## src/hw/hpiop_pkg.sv

```systemverilog
/*
 package for the handshake parallel I/O port: register offsets, reset values,
 mode codes and the structs that carry grouped signals.
 assumes nothing beyond a SystemVerilog compiler.
*/
`default_nettype none
package hpiop_pkg;
    // ----------------------------------------
    // widths and register offsets
    // ----------------------------------------
    localparam int DW = 8;
    localparam int AW = 3;
    localparam logic [2:0] OFS_PORT_A = 3'h0;
    localparam logic [2:0] OFS_PORT_B = 3'h1;
    localparam logic [2:0] OFS_PORT_C = 3'h2;
    localparam logic [2:0] OFS_CTRL = 3'h3;
    localparam logic [2:0] OFS_IEN = 3'h4;
    localparam logic [2:0] OFS_STAT = 3'h5;
    localparam logic [2:0] OFS_MASK = 3'h6;
    // ----------------------------------------
    // modes and fields
    // ----------------------------------------
    localparam logic [1:0] MODE_BASIC = 2'h0;
    localparam logic [1:0] MODE_STROBED = 2'h1;
    localparam logic [1:0] MODE_BIDIR = 2'h2;
    typedef struct packed {
        logic spare;
        logic c_lo_in;
        logic c_hi_in;
        logic b_in;
        logic a_in;
        logic mode_b;
        logic [1:0] mode_a;
    } hpiop_ctrl_t;
    typedef struct packed {
        logic [4:0] spare;
        logic ie_b;
        logic ie_a_out;
        logic ie_a_in;
    } hpiop_ien_t;
    localparam int NEV = 4;
    localparam int ST_A_IN = 0;
    localparam int ST_A_ACK = 1;
    localparam int ST_B_IN = 2;
    localparam int ST_B_ACK = 3;
    // ----------------------------------------
    // reset values: every line an input, mode 0
    // ----------------------------------------
    localparam logic [7:0] CTRL_RST = 8'h78;
    localparam logic [7:0] IEN_RST = 8'h00;
    localparam logic [3:0] MASK_RST = 4'h0;
    localparam logic [7:0] LAT_RST = 8'h00;
    // handshake channel status
    typedef struct packed {
        logic input_latch_full;
        logic obf_n;
        logic srq;
        logic ev_in;
        logic ev_ack;
    } hpiop_hs_t;
endpackage
`default_nettype wire

```

## src/hw/hpiop_top.sv

```systemverilog
/*
 handshake parallel I/O port: three 8-bit ports, mode 0/1/2 handshakes on
 port C, register port, sticky event status with mask and one interrupt line.
 assumes pin inputs synchronous to MCLK; pins as input, output and enable.
*/
//----------------------------------------
//----------------------------------------
`timescale 1ns/10ps
`default_nettype none
module hpiop_top (
    // clock and reset
    input wire logic MCLK,
    input wire logic RESETN,
    // register port
    input wire logic [hpiop_pkg::AW-1:0] ADDR,
    input wire logic [hpiop_pkg::DW-1:0] WDATA,
    input wire logic WR_STB,
    input wire logic RD_STB,
    output logic [hpiop_pkg::DW-1:0] RDATA,
    output logic IRQ,
    // port a pins
    input wire logic [7:0] PA_IN,
    output logic [7:0] PA_OUT,
    output logic [7:0] PA_OE,
    // port b pins
    input wire logic [7:0] PB_IN,
    output logic [7:0] PB_OUT,
    output logic [7:0] PB_OE,
    // port c pins
    input wire logic [7:0] PC_IN,
    output logic [7:0] PC_OUT,
    output logic [7:0] PC_OE
);
    import hpiop_pkg::*;
    logic rst_n;
    logic [7:0] pa_lat_r, pa_lat_nxt, pb_lat_r, pb_lat_nxt, pc_lat_r, pc_lat_nxt;
    logic [7:0] ctrl_raw_r, ctrl_raw_nxt, ien_raw_r, ien_raw_nxt, rdata_r, rdata_nxt;
    logic [NEV-1:0] stat_r, stat_nxt, mask_r, mask_nxt, ev;
    hpiop_ctrl_t ctrl;
    hpiop_ien_t ien;
    logic a_hs_in, a_hs_out, b_hs_in, b_hs_out;
    logic host_rd_a, host_wr_a, host_rd_b, host_wr_b;
    logic [7:0] a_latch, b_latch, a_rd, b_rd, pc_rd;
    logic [7:0] hs_use, hs_oe, hs_val, gen_out;
    hpiop_hs_t hs_a, hs_b;

    hpiop_rst_sync u_rst (
        .clk(MCLK),
        .arst_n(RESETN),
        .rst_n(rst_n)
    );

    // ----------------------------------------
    // mode decode
    // ----------------------------------------
    assign ctrl = hpiop_ctrl_t'(ctrl_raw_r);
    assign ien = hpiop_ien_t'(ien_raw_r);
    // code 3 of mode A is not a mode: it falls back to plain I/O
    assign a_hs_in = (ctrl.mode_a == MODE_STROBED && ctrl.a_in) || ctrl.mode_a == MODE_BIDIR;
    assign a_hs_out = (ctrl.mode_a == MODE_STROBED && !ctrl.a_in) || ctrl.mode_a == MODE_BIDIR;
    // bidirectional A leaves PC2..PC0 general, so group B cannot handshake then
    assign b_hs_in = ctrl.mode_b && ctrl.b_in && ctrl.mode_a != MODE_BIDIR;
    assign b_hs_out = ctrl.mode_b && !ctrl.b_in && ctrl.mode_a != MODE_BIDIR;

    // internal one-cycle strobes toward the channels
    assign host_rd_a = RD_STB && ADDR == OFS_PORT_A;
    assign host_wr_a = WR_STB && ADDR == OFS_PORT_A;
    assign host_rd_b = RD_STB && ADDR == OFS_PORT_B;
    assign host_wr_b = WR_STB && ADDR == OFS_PORT_B;

    // ----------------------------------------
    // handshake channels
    // ----------------------------------------
    hpiop_hs u_hs_a (
        .clk(MCLK),
        .rst_n(rst_n),
        .in_en(a_hs_in),
        .out_en(a_hs_out),
        .ie_in(ien.ie_a_in),
        .ie_out(ien.ie_a_out),
        .stb_n(PC_IN[4]),
        .ack_n(PC_IN[6]),
        .din(PA_IN),
        .host_rd(host_rd_a),
        .host_wr(host_wr_a),
        .in_latch(a_latch),
        .st(hs_a)
    );

    hpiop_hs u_hs_b (
        .clk(MCLK),
        .rst_n(rst_n),
        .in_en(b_hs_in),
        .out_en(b_hs_out),
        .ie_in(ien.ie_b),
        .ie_out(ien.ie_b),
        .stb_n(PC_IN[2]),
        .ack_n(PC_IN[2]),
        .din(PB_IN),
        .host_rd(host_rd_b),
        .host_wr(host_wr_b),
        .in_latch(b_latch),
        .st(hs_b)
    );

    // ----------------------------------------
    // port c line roles
    // ----------------------------------------
    always_comb begin
        hs_use = 8'h00;
        hs_oe = 8'h00;
        hs_val = 8'h00;
        if (a_hs_out) begin
            hs_use[7:6] = 2'h3;
            hs_oe[7] = 1'b1;
            hs_val[7] = hs_a.obf_n;
        end
        if (a_hs_in) begin
            hs_use[5:4] = 2'h3;
            hs_oe[5] = 1'b1;
            hs_val[5] = hs_a.input_latch_full;
        end
        if (a_hs_in || a_hs_out) begin
            hs_use[3] = 1'b1;
            hs_oe[3] = 1'b1;
            hs_val[3] = hs_a.srq;
        end
        if (b_hs_in || b_hs_out) begin
            hs_use[2:0] = 3'h7;
            hs_oe[1:0] = 2'h3;
            hs_val[1] = b_hs_in ? hs_b.input_latch_full : hs_b.obf_n;
            hs_val[0] = hs_b.srq;
        end
    end

    // one loop serves every port C line: handshake role or general half
    for (genvar i = 0; i < 8; i++) begin : g_pc
        if (i >= 4) begin : g_hi
            assign gen_out[i] = !ctrl.c_hi_in;
        end else begin : g_lo
            assign gen_out[i] = !ctrl.c_lo_in;
        end
        assign PC_OE[i] = hs_use[i] ? hs_oe[i] : gen_out[i];
        assign PC_OUT[i] = hs_use[i] ? hs_val[i] : pc_lat_r[i];
        assign pc_rd[i] = hs_use[i] ? (hs_oe[i] ? hs_val[i] : PC_IN[i])
                                    : (gen_out[i] ? pc_lat_r[i] : PC_IN[i]);
    end

    // ----------------------------------------
    // ports a and b drive
    // ----------------------------------------
    assign PA_OUT = pa_lat_r;
    // bidirectional A drives the bus only while the far end acknowledges
    assign PA_OE = (ctrl.mode_a == MODE_BIDIR) ? {8{!PC_IN[6]}} : {8{!ctrl.a_in}};
    assign PB_OUT = pb_lat_r;
    assign PB_OE = {8{!ctrl.b_in}};
    assign a_rd = a_hs_in ? a_latch : (PA_OE[0] ? pa_lat_r : PA_IN);
    assign b_rd = b_hs_in ? b_latch : (PB_OE[0] ? pb_lat_r : PB_IN);

    // ----------------------------------------
    // events and interrupt
    // ----------------------------------------
    assign ev[ST_A_IN] = hs_a.ev_in;
    assign ev[ST_A_ACK] = hs_a.ev_ack;
    assign ev[ST_B_IN] = hs_b.ev_in;
    assign ev[ST_B_ACK] = hs_b.ev_ack;
    assign IRQ = |(stat_r & mask_r);

    // ----------------------------------------
    // register file
    // ----------------------------------------
    always_comb begin
        pa_lat_nxt = pa_lat_r;
        pb_lat_nxt = pb_lat_r;
        pc_lat_nxt = pc_lat_r;
        ctrl_raw_nxt = ctrl_raw_r;
        ien_raw_nxt = ien_raw_r;
        mask_nxt = mask_r;
        rdata_nxt = 8'h00;
        // an event in the clearing read's cycle survives the clear
        stat_nxt = ((RD_STB && ADDR == OFS_STAT) ? 4'h0 : stat_r) | ev;
        if (WR_STB) begin
            unique case (ADDR)
                OFS_PORT_A: pa_lat_nxt = WDATA;
                OFS_PORT_B: pb_lat_nxt = WDATA;
                OFS_PORT_C: pc_lat_nxt = WDATA;
                OFS_CTRL: ctrl_raw_nxt = WDATA;
                OFS_IEN: ien_raw_nxt = WDATA;
                OFS_MASK: mask_nxt = WDATA[NEV-1:0];
                default: ;
            endcase
        end
        if (RD_STB) begin
            unique case (ADDR)
                OFS_PORT_A: rdata_nxt = a_rd;
                OFS_PORT_B: rdata_nxt = b_rd;
                OFS_PORT_C: rdata_nxt = pc_rd;
                OFS_CTRL: rdata_nxt = ctrl_raw_r;
                OFS_IEN: rdata_nxt = ien_raw_r;
                OFS_STAT: rdata_nxt = {4'h0, stat_r};
                OFS_MASK: rdata_nxt = {4'h0, mask_r};
                default: rdata_nxt = 8'h00;
            endcase
        end
    end

    always_ff @(posedge MCLK or negedge rst_n) begin
        if (!rst_n) begin
            pa_lat_r <= LAT_RST;
            pb_lat_r <= LAT_RST;
            pc_lat_r <= LAT_RST;
            ctrl_raw_r <= CTRL_RST;
            ien_raw_r <= IEN_RST;
            mask_r <= MASK_RST;
            stat_r <= 4'h0;
            rdata_r <= 8'h00;
        end else begin
            pa_lat_r <= pa_lat_nxt;
            pb_lat_r <= pb_lat_nxt;
            pc_lat_r <= pc_lat_nxt;
            ctrl_raw_r <= ctrl_raw_nxt;
            ien_raw_r <= ien_raw_nxt;
            mask_r <= mask_nxt;
            stat_r <= stat_nxt;
            rdata_r <= rdata_nxt;
        end
    end
    assign RDATA = rdata_r;
endmodule // hpiop_top
`default_nettype wire

```

## src/hw/hpiop_rst_sync.sv

```systemverilog
/*
 reset release synchroniser: async assert, release after two clock edges.
 assumes an active low reset and a free running clock.
*/
`timescale 1ns/10ps
`default_nettype none
module hpiop_rst_sync (
    // clock and raw reset
    input wire logic clk,
    input wire logic arst_n,
    // released reset
    output logic rst_n
);
    logic s1_r;
    logic s2_r;
    always_ff @(posedge clk or negedge arst_n) begin
        if (!arst_n) begin
            s1_r <= 1'b0;
            s2_r <= 1'b0;
        end else begin
            s1_r <= 1'b1;
            s2_r <= s1_r;
        end
    end
    assign rst_n = s2_r;
endmodule // hpiop_rst_sync
`default_nettype wire

```

## src/hw/hpiop_hs.sv

```systemverilog
/*
 one handshake channel: input latch with strobe and full flag, output full
 flag with acknowledge, and service request flags.
 assumes pins already synchronous to clk and one-cycle host strobes.
*/
`timescale 1ns/10ps
`default_nettype none
module hpiop_hs (
    // clock and reset
    input wire logic clk,
    input wire logic rst_n,
    // configuration
    input wire logic in_en,
    input wire logic out_en,
    input wire logic ie_in,
    input wire logic ie_out,
    // external handshake
    input wire logic stb_n,
    input wire logic ack_n,
    input wire logic [hpiop_pkg::DW-1:0] din,
    // host side
    input wire logic host_rd,
    input wire logic host_wr,
    output logic [hpiop_pkg::DW-1:0] in_latch,
    output hpiop_pkg::hpiop_hs_t st
);
    import hpiop_pkg::*;
    logic [DW-1:0] lat_r, lat_nxt;
    logic ibf_r, ibf_nxt, obf_n_r, obf_n_nxt;
    logic sin_r, sin_nxt, sout_r, sout_nxt;
    logic stb_q_r, ack_q_r;
    logic stb_rise, ack_rise;

    // ----------------------------------------
    // next state
    // ----------------------------------------
    always_comb begin
        stb_rise = in_en && stb_n && !stb_q_r;
        ack_rise = out_en && ack_n && !ack_q_r;
        lat_nxt = (in_en && !stb_n) ? din : lat_r;
        if (!in_en) begin
            ibf_nxt = 1'b0;
        end else if (!stb_n) begin
            ibf_nxt = 1'b1;
        end else begin
            ibf_nxt = ibf_r && !host_rd;
        end
        // a host write beside an acknowledge wins: the new byte must be announced
        if (!out_en) begin
            obf_n_nxt = 1'b1;
        end else if (host_wr) begin
            obf_n_nxt = 1'b0;
        end else begin
            obf_n_nxt = obf_n_r || !ack_n;
        end
        sin_nxt = in_en && (stb_rise || (sin_r && !host_rd));
        sout_nxt = out_en && (ack_rise || (sout_r && !host_wr));
    end

    always_ff @(posedge clk or negedge rst_n) begin
        if (!rst_n) begin
            lat_r <= LAT_RST;
            ibf_r <= 1'b0;
            obf_n_r <= 1'b1;
            sin_r <= 1'b0;
            sout_r <= 1'b0;
            stb_q_r <= 1'b1;
            ack_q_r <= 1'b1;
        end else begin
            lat_r <= lat_nxt;
            ibf_r <= ibf_nxt;
            obf_n_r <= obf_n_nxt;
            sin_r <= sin_nxt;
            sout_r <= sout_nxt;
            stb_q_r <= stb_n;
            ack_q_r <= ack_n;
        end
    end

    assign in_latch = lat_r;
    assign st.input_latch_full = ibf_r;
    assign st.obf_n = obf_n_r;
    assign st.srq = (sin_r && ie_in) || (sout_r && ie_out);
    assign st.ev_in = stb_rise;
    assign st.ev_ack = out_en && !ack_n && ack_q_r;
endmodule // hpiop_hs
`default_nettype wire

```

## config.mk

```make
export PLATFORM = sky130hd
export DESIGN_NAME = hpiop_top
export DESIGN_NICKNAME = d
export VERILOG_FILES = /design/src/hw/hpiop_pkg.sv /design/src/hw/hpiop_top.sv /design/src/hw/hpiop_rst_sync.sv /design/src/hw/hpiop_hs.sv
export SDC_FILE = /design/constraint.sdc
export NUM_CORES = 1
export LEC_CHECK = 0
export BUFFER_PORTS_ARGS = -buffer_cell sky130_fd_sc_hd__buf_2
export CAP_MARGIN = 20
export CORE_MARGIN = 4
export CORE_UTILIZATION = 50
export CTS_BUF_LIST = sky130_fd_sc_hd__clkbuf_16
export DETAILED_ROUTE_END_ITERATION = 8
export GPL_ROUTABILITY_DRIVEN = 0
export PLACE_DENSITY = 0.75
export REMOVE_ABC_BUFFERS = 1
export SETUP_SLACK_MARGIN = 0.02
export SLEW_MARGIN = 20
export SYNTH_ARGS = -nofsm -noshare
export SYNTH_HDL_FRONTEND = slang
export SYNTH_SLANG_ARGS = --single-unit
```

## constraint.sdc

```tcl
create_clock -name MCLK -period 7.2 [get_ports MCLK]
set_input_delay 0.36 -clock MCLK [delete_from_list [all_inputs] [get_ports MCLK]]
set_output_delay 0.36 -clock MCLK [all_outputs]
set_load 0.02 [all_outputs]
```

==> results.sh, run 1 <==
export IMPL_outcome="finished clean"
export IMPL_drt_iter0_drc=264
export IMPL_maxCapViolations=0
export IMPL_setup_viol=0
export IMPL_p_switching_mw=0.587
export IMPL_cts_resized=0
export IMPL_drc=0
export IMPL_crit_slowest_cell="a21oi_2"
export IMPL_die_area_mm2=0.0101
export IMPL_cp_end_kind="output pin"
export IMPL_use_met3_pct=5.95
export IMPL_async_reset_ff_share_pct=100
export IMPL_pwr_share_seq_pct=42.3
export IMPL_required_ns=6.84
export IMPL_overflow=0
export IMPL_fin_crit_sh_pct=38.6
export IMPL_fp_dieW_um=100
export IMPL_seq_area_frac_synth_pct=50.0
export IMPL_p_leak_nw=2.25
export IMPL_min_to="u_hs_a.stb_q_r"
export IMPL_combinationalPowerShare_pct=31.6
export IMPL_wire_per_inst_um=19.2
export IMPL_place_hpwl_mm=7.63
export IMPL_synthesis_area_mm2=0.00428
export IMPL_crit_family="compound AO/OA/AOI/OAI gates"
export IMPL_power_density_mw_per_mm2=337
export IMPL_wl_mm=10.8
export IMPL_htreeDepth=3
export IMPL_hold_depth=1
export IMPL_grt_pass1_wl_mm=17.0
export IMPL_cts_tree="done"
export IMPL_r2r_start="ctrl[0]"
export IMPL_io_pin_count=96
export IMPL_tns_ns=0
export IMPL_postRouteAntennaNets=0
export IMPL_critical_path_max_fanout=17
export IMPL_synth_edff_count=0
export IMPL_clkSinkCount=85
export IMPL_port_buffers=95
export IMPL_clkSlewWorstSetupHoldPaths_ns=0.06
export IMPL_netlist_area_leader_share_pct=44.5
export IMPL_routed_via_count=3287
export IMPL_min_period_ns=2.78
export IMPL_crit_cells=5
export IMPL_crit_type="reg -> out"
export IMPL_skew_ns=0.00542
export IMPL_cp_cell_sequence="inv_1, ha_1, a21oi_2, mux2_2, buf_2"
export IMPL_use_met2_pct=33.3
export IMPL_n_fill_cell=682
export IMPL_grt_max_degree=84
export IMPL_avgSynthCellArea_um2=11.3
export IMPL_yosys_top_cells_count="dfrtp_1 (76), mux2_2 (63), nand2_1 (45), buf_4 (19), a21oi_1 (16)"
export IMPL_startpoint_type="flip-flop"
export IMPL_area_delta_synth_final_pct=16.6
export IMPL_fmax_mhz=360
export IMPL_worstReg2RegEnd="u_hs_b.in_latch[5]"
export IMPL_crit_buf_inv=2
export IMPL_cts_root_buf="clkbuf_16"
export IMPL_diodes=0
export IMPL_maxSlewViolCount=0
export IMPL_finalHoldViolCount=0
export IMPL_ir_drop_v=0.000184
export IMPL_grt_busiest_layer="met2"
export IMPL_power_frac_clock_pct=26.1
export IMPL_first_pass_iters=7
export IMPL_reg2reg_slack_ns=4.68
export IMPL_synthCells=377
export IMPL_grt_use_met1_pct=30.9
export IMPL_synth_cell_types=45
export IMPL_p_sw_share_pct=34.8
export IMPL_core_area_mm2=0.00826
export IMPL_die_y_um=100
export IMPL_hold_start="PC_IN[4]"
export IMPL_cts_buffers=9
export IMPL_r2r_worst_path_cells=6
export IMPL_grt_pass1_vias=3183
export IMPL_nNetsFinal=491
export IMPL_drive_gt1_share_pct=42.9
export IMPL_initial_utilization_pct=51.8
export IMPL_post_route_util_pct=60.4
export IMPL_rsz0062_at_grt="no"
export IMPL_synthTopCellsByArea="dfrtp_1 (44%), mux2_2 (17%), dfstp_2 (5.5%), nand2_1 (3.9%), mux2i_1 (3.5%)"
export IMPL_ys_warn_count=0
export IMPL_synth_area_leader_cell="dfrtp_1"
export IMPL_grt_usage_pct=21.8
export IMPL_via_per_inst=5.87
export IMPL_clockBufferDepth=2
export IMPL_holdCritPathClass="in -> reg"
export IMPL_power_internal_mw=1.10
export IMPL_yosysMostFrequentCell="dfrtp_1"
export IMPL_clk_latency_ns=0.33
export IMPL_rows=33
export IMPL_worstMarginPinSlew_ns=0.723
export IMPL_critical_path_arrival_ns=2.42
export IMPL_critPathMaxStageDelay_ns=0.64
export IMPL_synth_seq_cells=85
export IMPL_synth_main_ff_cell="dfrtp_1"
export IMPL_antenna_found_initial=0
export IMPL_slew_headroom_pct=51.6
## routing by layer
layer	share of wire (%)	vias up
met5	0	-
met4	1.5	0
met3	7.9	14
met2	46	163
met1	44	1617
li1	-	1493
## cells in the final DEF (no fill, tap or decap), types with 5 or more instances in the layout
master     count
a21oi_1       16
inv_1          8
o21ai_0       14
buf_2         95
and2_1         7
nand2b_1       8
nor2_1         8
nand3_1        6
mux2_2        63
dfrtp_1       75
dfstp_2        9
o211ai_1      11
clkbuf_16      9
a31oi_1        9
o22ai_1        5
mux2i_1       15
nand2_1       45
## flip-flops by register name, indices dropped and copies added, names as in the netlist, 8 cells and up
name / cells
pc_lat_r: 8
ctrl: 8
RDATA: 8
u_hs_a.in_latch: 8
PB_OUT: 8
ien: 8
PA_OUT: 8
u_hs_b.in_latch: 8
## final cells by class
cell class              instances  area (um^2)  share of cell area [%]
flip-flops and latches         85         2140                    42.9
well taps                     105          131                    2.63
inverters                       6         22.5                   0.451
clock buffers                   9          225                    4.51
clock inverters                 7         58.8                    1.18
repair buffers                 97          513                    10.3
multi-input cells             251         1900                    38.0
## stage by stage
step	std cells	hold WS (ns)	power, mW	worst slack (ns)	cell area [um^2]
floorplan	342	0.0644	1.06	4.47	4050
global placement	542	0.145	1.23	4.49	4660
detailed placement	542	0.146	1.24	4.32	4660
CTS	559	0.159	1.69	4.13	4960
global route	560	0.160	1.77	4.31	4990
finish	560	0.170	1.68	4.42	4990
## power groups by stage
stage	Clock (mW)	Combinational [mW]	Sequential (mW)
after CTS	0.449	0.526	0.715
final	0.440	0.532	0.712
after global placement	0	0.513	0.715
after detailed placement	0	0.522	0.721
after floorplan	0	0.338	0.719
after global routing	0.470	0.574	0.727
## worst max path at each step
stage	to	slack, ns	from
detailed placement	u_hs_b.in_latch[5]	4.32	ctrl[0]
global route	PC_OUT[5]	4.31	ctrl[0]
finish	PC_OUT[5]	4.42	ctrl[0]
CTS	PC_OUT[1]	4.13	ctrl[0]
floorplan	RDATA[4]	4.47	ctrl[0]
global placement	u_hs_b.in_latch[5]	4.49	ctrl[0]
## cells by family (layout without fill, tap and decap cells)
logic type               count (synthesis)  after routing  synth area share, %
adder cells (fa/ha/maj)                  2              2                0.585
AO/OA/AOI/OAI                           76             76                 11.7
multiplexers                            80             80                 21.0
buffers and inverters                   41            119                 5.76
flip-flops                              85             85                 50.0
other                                    1              1               0.0877
AND/OR/NAND/NOR                         92             92                 10.9
## timing repair
item	in CTS	in global routing
endpoints found under the hold margin	2	0
setup buffers	0	0
hold buffers	1	0
No activity file was read; power rests on OpenSTA's default activity.
==> run 2: changes to the inputs <==
- clock period: 7.2 -> 2.82 ns (I/O delays scaled with it)
==> results.sh, run 2 (synthesized netlist as in run 1, its figures left out) <==
export IMPL_antenna_found_initial=0
export IMPL_initial_utilization_pct=51.8
export IMPL_maxSlewViolCount=0
export IMPL_cts_resized=0
export IMPL_fin_area_mm2=0.00507
export IMPL_cp_cell_sequence="inv_1, ha_1, nand2b_1, nand2_1, nand2_1, buf_2"
export IMPL_maxCapViolations=0
export IMPL_min_to="u_hs_b.in_latch[3]"
export IMPL_grt_pass1_vias=3415
export IMPL_via_per_inst=5.91
export IMPL_nNetsFinal=499
export IMPL_cts_tree="done"
export IMPL_cts_buffers=9
export IMPL_crit_buf_inv=2
export IMPL_critical_path_arrival_ns=2.39
export IMPL_combinationalPowerShare_pct=31.1
export IMPL_crit_slowest_cell="ha_1"
export IMPL_diodes=0
export IMPL_htreeDepth=3
export IMPL_postPlaceCellArea_mm2=0.00470
export IMPL_finalHoldViolCount=0
export IMPL_r2r_worst_path_cells=6
export IMPL_cp_end_kind="output pin"
export IMPL_skew_ns=0.00779
export IMPL_routed_via_count=3356
export IMPL_grt_usage_pct=22.9
export IMPL_power_internal_mw=2.84
export IMPL_die_y_um=100
export IMPL_critical_path_max_fanout=17
export IMPL_clockBufferDepth=2
export IMPL_outcome="finished clean"
export IMPL_drc=0
export IMPL_worstMarginPinSlew_ns=0.699
export IMPL_wire_per_inst_um=19.5
export IMPL_first_pass_iters=5
export IMPL_crit_family="simple AND/OR/NAND/NOR gates"
export IMPL_cts_root_buf="clkbuf_16"
export IMPL_critPathMaxStageDelay_ns=0.60
export IMPL_rows=33
export IMPL_ir_drop_v=0.000510
export IMPL_post_route_util_pct=61.4
export IMPL_place_hpwl_mm=7.92
export IMPL_cp_common_cell="nand2_1"
export IMPL_p_sw_share_pct=35.5
export IMPL_fmax_mhz=395
export IMPL_grt_pass1_wl_mm=17.8
export IMPL_crit_type="reg -> out"
export IMPL_startpoint_type="flip-flop"
export IMPL_power_density_mw_per_mm2=868
export IMPL_p_switching_mw=1.56
export IMPL_setup_viol=0
export IMPL_required_ns=2.68
export IMPL_wl_mm=11.0
export IMPL_postRouteAntennaNets=0
export IMPL_port_buffers=95
export IMPL_seq_area_mm2=0.00214
export IMPL_fin_crit_sh_pct=89.8
export IMPL_hold_depth=2
export IMPL_final_common_cell="buf_2"
export IMPL_slew_headroom_pct=53.4
export IMPL_clkSlewWorstSetupHoldPaths_ns=0.07
export IMPL_worstReg2RegEnd="RDATA[4]"
export IMPL_clk_latency_ns=0.34
export IMPL_multi_input_area_mm2=0.00189
export IMPL_tns_ns=0
export IMPL_io_pin_count=96
export IMPL_core_area_mm2=0.00826
export IMPL_fp_dieW_um=100
export IMPL_drt_iter0_drc=167
export IMPL_n_fill_cell=681
export IMPL_clkSinkCount=85
export IMPL_drive_gt1_share_pct=43.6
export IMPL_hold_start="PB_IN[3]"
export IMPL_area_delta_synth_final_pct=18.5
export IMPL_overflow=0
export IMPL_rsz0062_at_grt="no"
export IMPL_pwr_share_seq_pct=41.4
export IMPL_min_period_ns=2.53
export IMPL_r2r_start="ctrl[0]"
export IMPL_power_frac_clock_pct=27.5
export IMPL_p_leak_nw=2.29
export IMPL_holdCritPathClass="in -> reg"
export IMPL_grt_max_degree=84
export IMPL_die_area_mm2=0.0101
export IMPL_mostFrequentLayoutCells="buf_2 (95), dfrtp_1 (75), mux2_2 (63)"
export IMPL_reg2reg_slack_ns=0.45
## run 2: cell types whose count changed in the layout (fill, tap and decap cells not counted), sizes merged
cell,before,now
clkinvlp,1,2
inv,8,10
buf,96,101
dlygate4sd3,1,4
clkinv,3,0
## run 2: what timing repair did
item / CTS / global route
hold buffers: 4 / 0
hold endpoints to repair: 5 / 0
buffers inserted: 0 / 0
## run 2: cell type report
type | instances | area share [%]
flip-flops and latches | 85 | 42.3
multi-input cells | 251 | 37.4
repair buffers | 105 | 11.3
clock buffers | 9 | 4.44
well taps | 105 | 2.59
clock inverters | 7 | 1.58
inverters | 6 | 0.444
## run 2: worst max-delay path by stage
stage / start / to / depth (start not counted)
final: ctrl[0] / PC_OUT[0] / 6
after global routing: ctrl[0] / PC_OUT[0] / 6
after CTS: ctrl[0] / PC_OUT[2] / 5
after detailed placement: ctrl[0] / RDATA[4] / 6
after global placement: ctrl[0] / RDATA[4] / 6
after floorplan: ctrl[0] / RDATA[4] / 7
## run 2: stage by stage
step	setup WS [ns]	power [mW]	std cells	hold WS, ns
3_3_place_gp	0.552	3.15	547	-0.0742
3_5_place_dp	0.481	3.20	547	-0.0728
5_1_grt	0.127	4.63	568	0.0517
2_1_floorplan	0.0947	2.70	342	-0.155
4_1_cts	0.317	4.42	567	0.0414
6_report	0.289	4.40	568	0.0494
## run 2: layer usage
layer | wire length [um] | GRT usage (%) | vias to the layer above
li1 | - | - | 1508
met1 | 4610 | 31.4 | 1676
met2 | 5290 | 35.8 | 157
met3 | 962 | 6.02 | 15
met4 | 185 | 7.25 | 0
met5 | 0 | 0 | -
## run 2: power by group through the flow
| stage | registers [mW] | logic (mW) | clock network (mW) |
|---|---|---|---|
| after detailed placement | 1.85 | 1.35 | 0 |
| final | 1.82 | 1.37 | 1.21 |
| after global routing | 1.86 | 1.49 | 1.28 |
| after floorplan | 1.84 | 0.863 | 0 |
| after global placement | 1.83 | 1.32 | 0 |
| after CTS | 1.83 | 1.36 | 1.23 |
## run 2: worst register-to-register path, stage by stage, from the launching register on
cell and delay (ns):
dfrtp_1 0.39, inv_1 0.06, ha_1 0.44, a211oi_1 0.49, mux2_2 0.40, a222oi_1 0.33
a31oi_1 0.13
==> run 3: changes to the inputs <==
- BUFFER_PORTS_ARGS: -buffer_cell sky130_fd_sc_hd__buf_2 -> -buffer_cell sky130_fd_sc_hd__buf_4
- CORE_ASPECT_RATIO: default -> 2
- CTS_CLUSTER_SIZE: default -> 10
==> results.sh, run 3 (synthesized netlist as in run 1, its figures left out) <==
export IMPL_maxSlewViolCount=0
export IMPL_outcome="finished clean"
export IMPL_wl_mm=11.7
export IMPL_core_area_mm2=0.00829
export IMPL_critPathMaxStageDelay_ns=0.59
export IMPL_fin_area_mm2=0.00525
export IMPL_skew_ns=0.00579
export IMPL_postRouteAntennaNets=0
export IMPL_grt_pass1_wl_mm=18.5
export IMPL_cp_cell_sequence="inv_1, ha_1, nand2b_1, nand2_1, buf_4"
export IMPL_postPlaceCellArea_mm2=0.00493
export IMPL_die_y_um=139
export IMPL_first_pass_iters=6
export IMPL_drc=0
export IMPL_fin_crit_sh_pct=87.1
export IMPL_diodes=0
export IMPL_routed_via_count=3350
export IMPL_critical_path_max_fanout=17
export IMPL_p_leak_nw=2.36
export IMPL_cts_buffers=9
export IMPL_fp_dieW_um=73.4
export IMPL_cts_tree="done"
export IMPL_via_per_inst=5.97
export IMPL_worstMarginPinSlew_ns=0.682
export IMPL_startpoint_type="flip-flop"
export IMPL_crit_buf_inv=2
export IMPL_drt_iter0_drc=307
export IMPL_port_buffers=95
export IMPL_cp_end_kind="output pin"
export IMPL_dp_worst_setup_slack_ns=0.466
export IMPL_initial_utilization_pct=51.6
export IMPL_place_hpwl_mm=8.66
export IMPL_rsz0062_at_grt="no"
export IMPL_ir_drop_v=0.000604
export IMPL_antenna_found_initial=0
export IMPL_area_delta_synth_final_pct=22.8
export IMPL_slew_headroom_pct=54.5
export IMPL_tns_ns=0
export IMPL_grt_busiest_layer="met2"
export IMPL_die_area_mm2=0.0102
export IMPL_drive_gt1_share_pct=42.5
export IMPL_min_period_ns=2.46
export IMPL_rows=47
export IMPL_use_met3_pct=4.14
export IMPL_clkSlewWorstSetupHoldPaths_ns=0.06
export IMPL_required_ns=2.68
export IMPL_use_met2_pct=41.1
export IMPL_grt_use_met1_pct=27.7
export IMPL_fmax_mhz=407
export IMPL_holdCritPathClass="in -> reg"
export IMPL_grt_max_degree=84
export IMPL_grt_usage_pct=24.3
export IMPL_nNetsFinal=499
export IMPL_clockBufferDepth=2
export IMPL_maxCapViolations=0
export IMPL_crit_slowest_cell="ha_1"
export IMPL_grt_pass1_vias=3442
export IMPL_setup_viol=0
export IMPL_crit_type="reg -> out"
export IMPL_finalHoldViolCount=0
export IMPL_cts_resized=0
export IMPL_power_density_mw_per_mm2=834
export IMPL_io_pin_count=96
export IMPL_clkSinkCount=85
export IMPL_critical_path_arrival_ns=2.31
export IMPL_wire_per_inst_um=20.9
export IMPL_mostFrequentLayoutCells="buf_4 (100), dfrtp_1 (75), mux2_2 (63)"
export IMPL_clk_latency_ns=0.33
export IMPL_crit_family="simple AND/OR/NAND/NOR gates"
export IMPL_overflow=0
export IMPL_final_common_cell="buf_4"
export IMPL_finalWorstSetupSlack_ns=0.365
export IMPL_cts_root_buf="clkbuf_16"
export IMPL_htreeDepth=3
-- run 3: cell count changes in the layout (fill, tap and decap cells not counted), moves of 3 or more --
cell	before	now
inv_6	4	0
buf_2	95	0
buf_4	5	100
inv_1	6	9
-- run 3: per-layer routing --
layer  up-vias  routed length, um
li1       1509                  -
met1      1659               4060
met2       139               6480
met3        43                577
met4         0                622
met5         -                  0
-- run 3: metrics by stage --
stage	hold WS [ns]	std cells	util [%]	power, mW
after floorplan	-0.155	342	-	2.70
after global placement	-0.0761	540	59.5	3.32
after detailed placement	-0.0761	540	59.5	3.36
after CTS	0.0420	560	63.0	4.40
after global routing	0.0453	561	63.3	4.61
final	0.0535	561	63.3	4.38
-- run 3: worst paths after layout --
check	from	endpoint	slack, ns	cells past startpoint
min	PB_IN[3]	u_hs_b.in_latch[3]	0.05	2
max	ctrl[0]	PC_OE[0]	0.36	5
max reg2reg	ctrl[0]	RDATA[2]	0.43	8
min in group asynchronous	RESETN	u_rst.rst_n	0.13	2
max in group asynchronous	u_rst.rst_n	u_hs_b.stb_q_r	1.91	1
min reg2reg	u_rst.rst_n	PA_OUT[7]	0.24	0
-- run 3: power by group --
group          internal, mW  total [mW]  switching (mW)
Clock                 0.577        1.02           0.444
Combinational         0.728        1.53           0.803
Sequential             1.55        1.83           0.282
-- run 3: cell type report --
type / instances / area [um^2]
Clock inverter: 7 / 28.8
Inverter: 6 / 22.5
Tap cell: 98 / 123
Fill cell: 669 / 3040
Multi-Input combinational cell: 251 / 1890
Sequential cell: 85 / 2140
Timing Repair Buffer: 105 / 818
Clock buffer: 9 / 225
-- run 3: timing repair --
action                    4_1_cts  5_1_grt
hold buffers                    4        0
hold endpoints to repair        5        0
buffers inserted                0        0
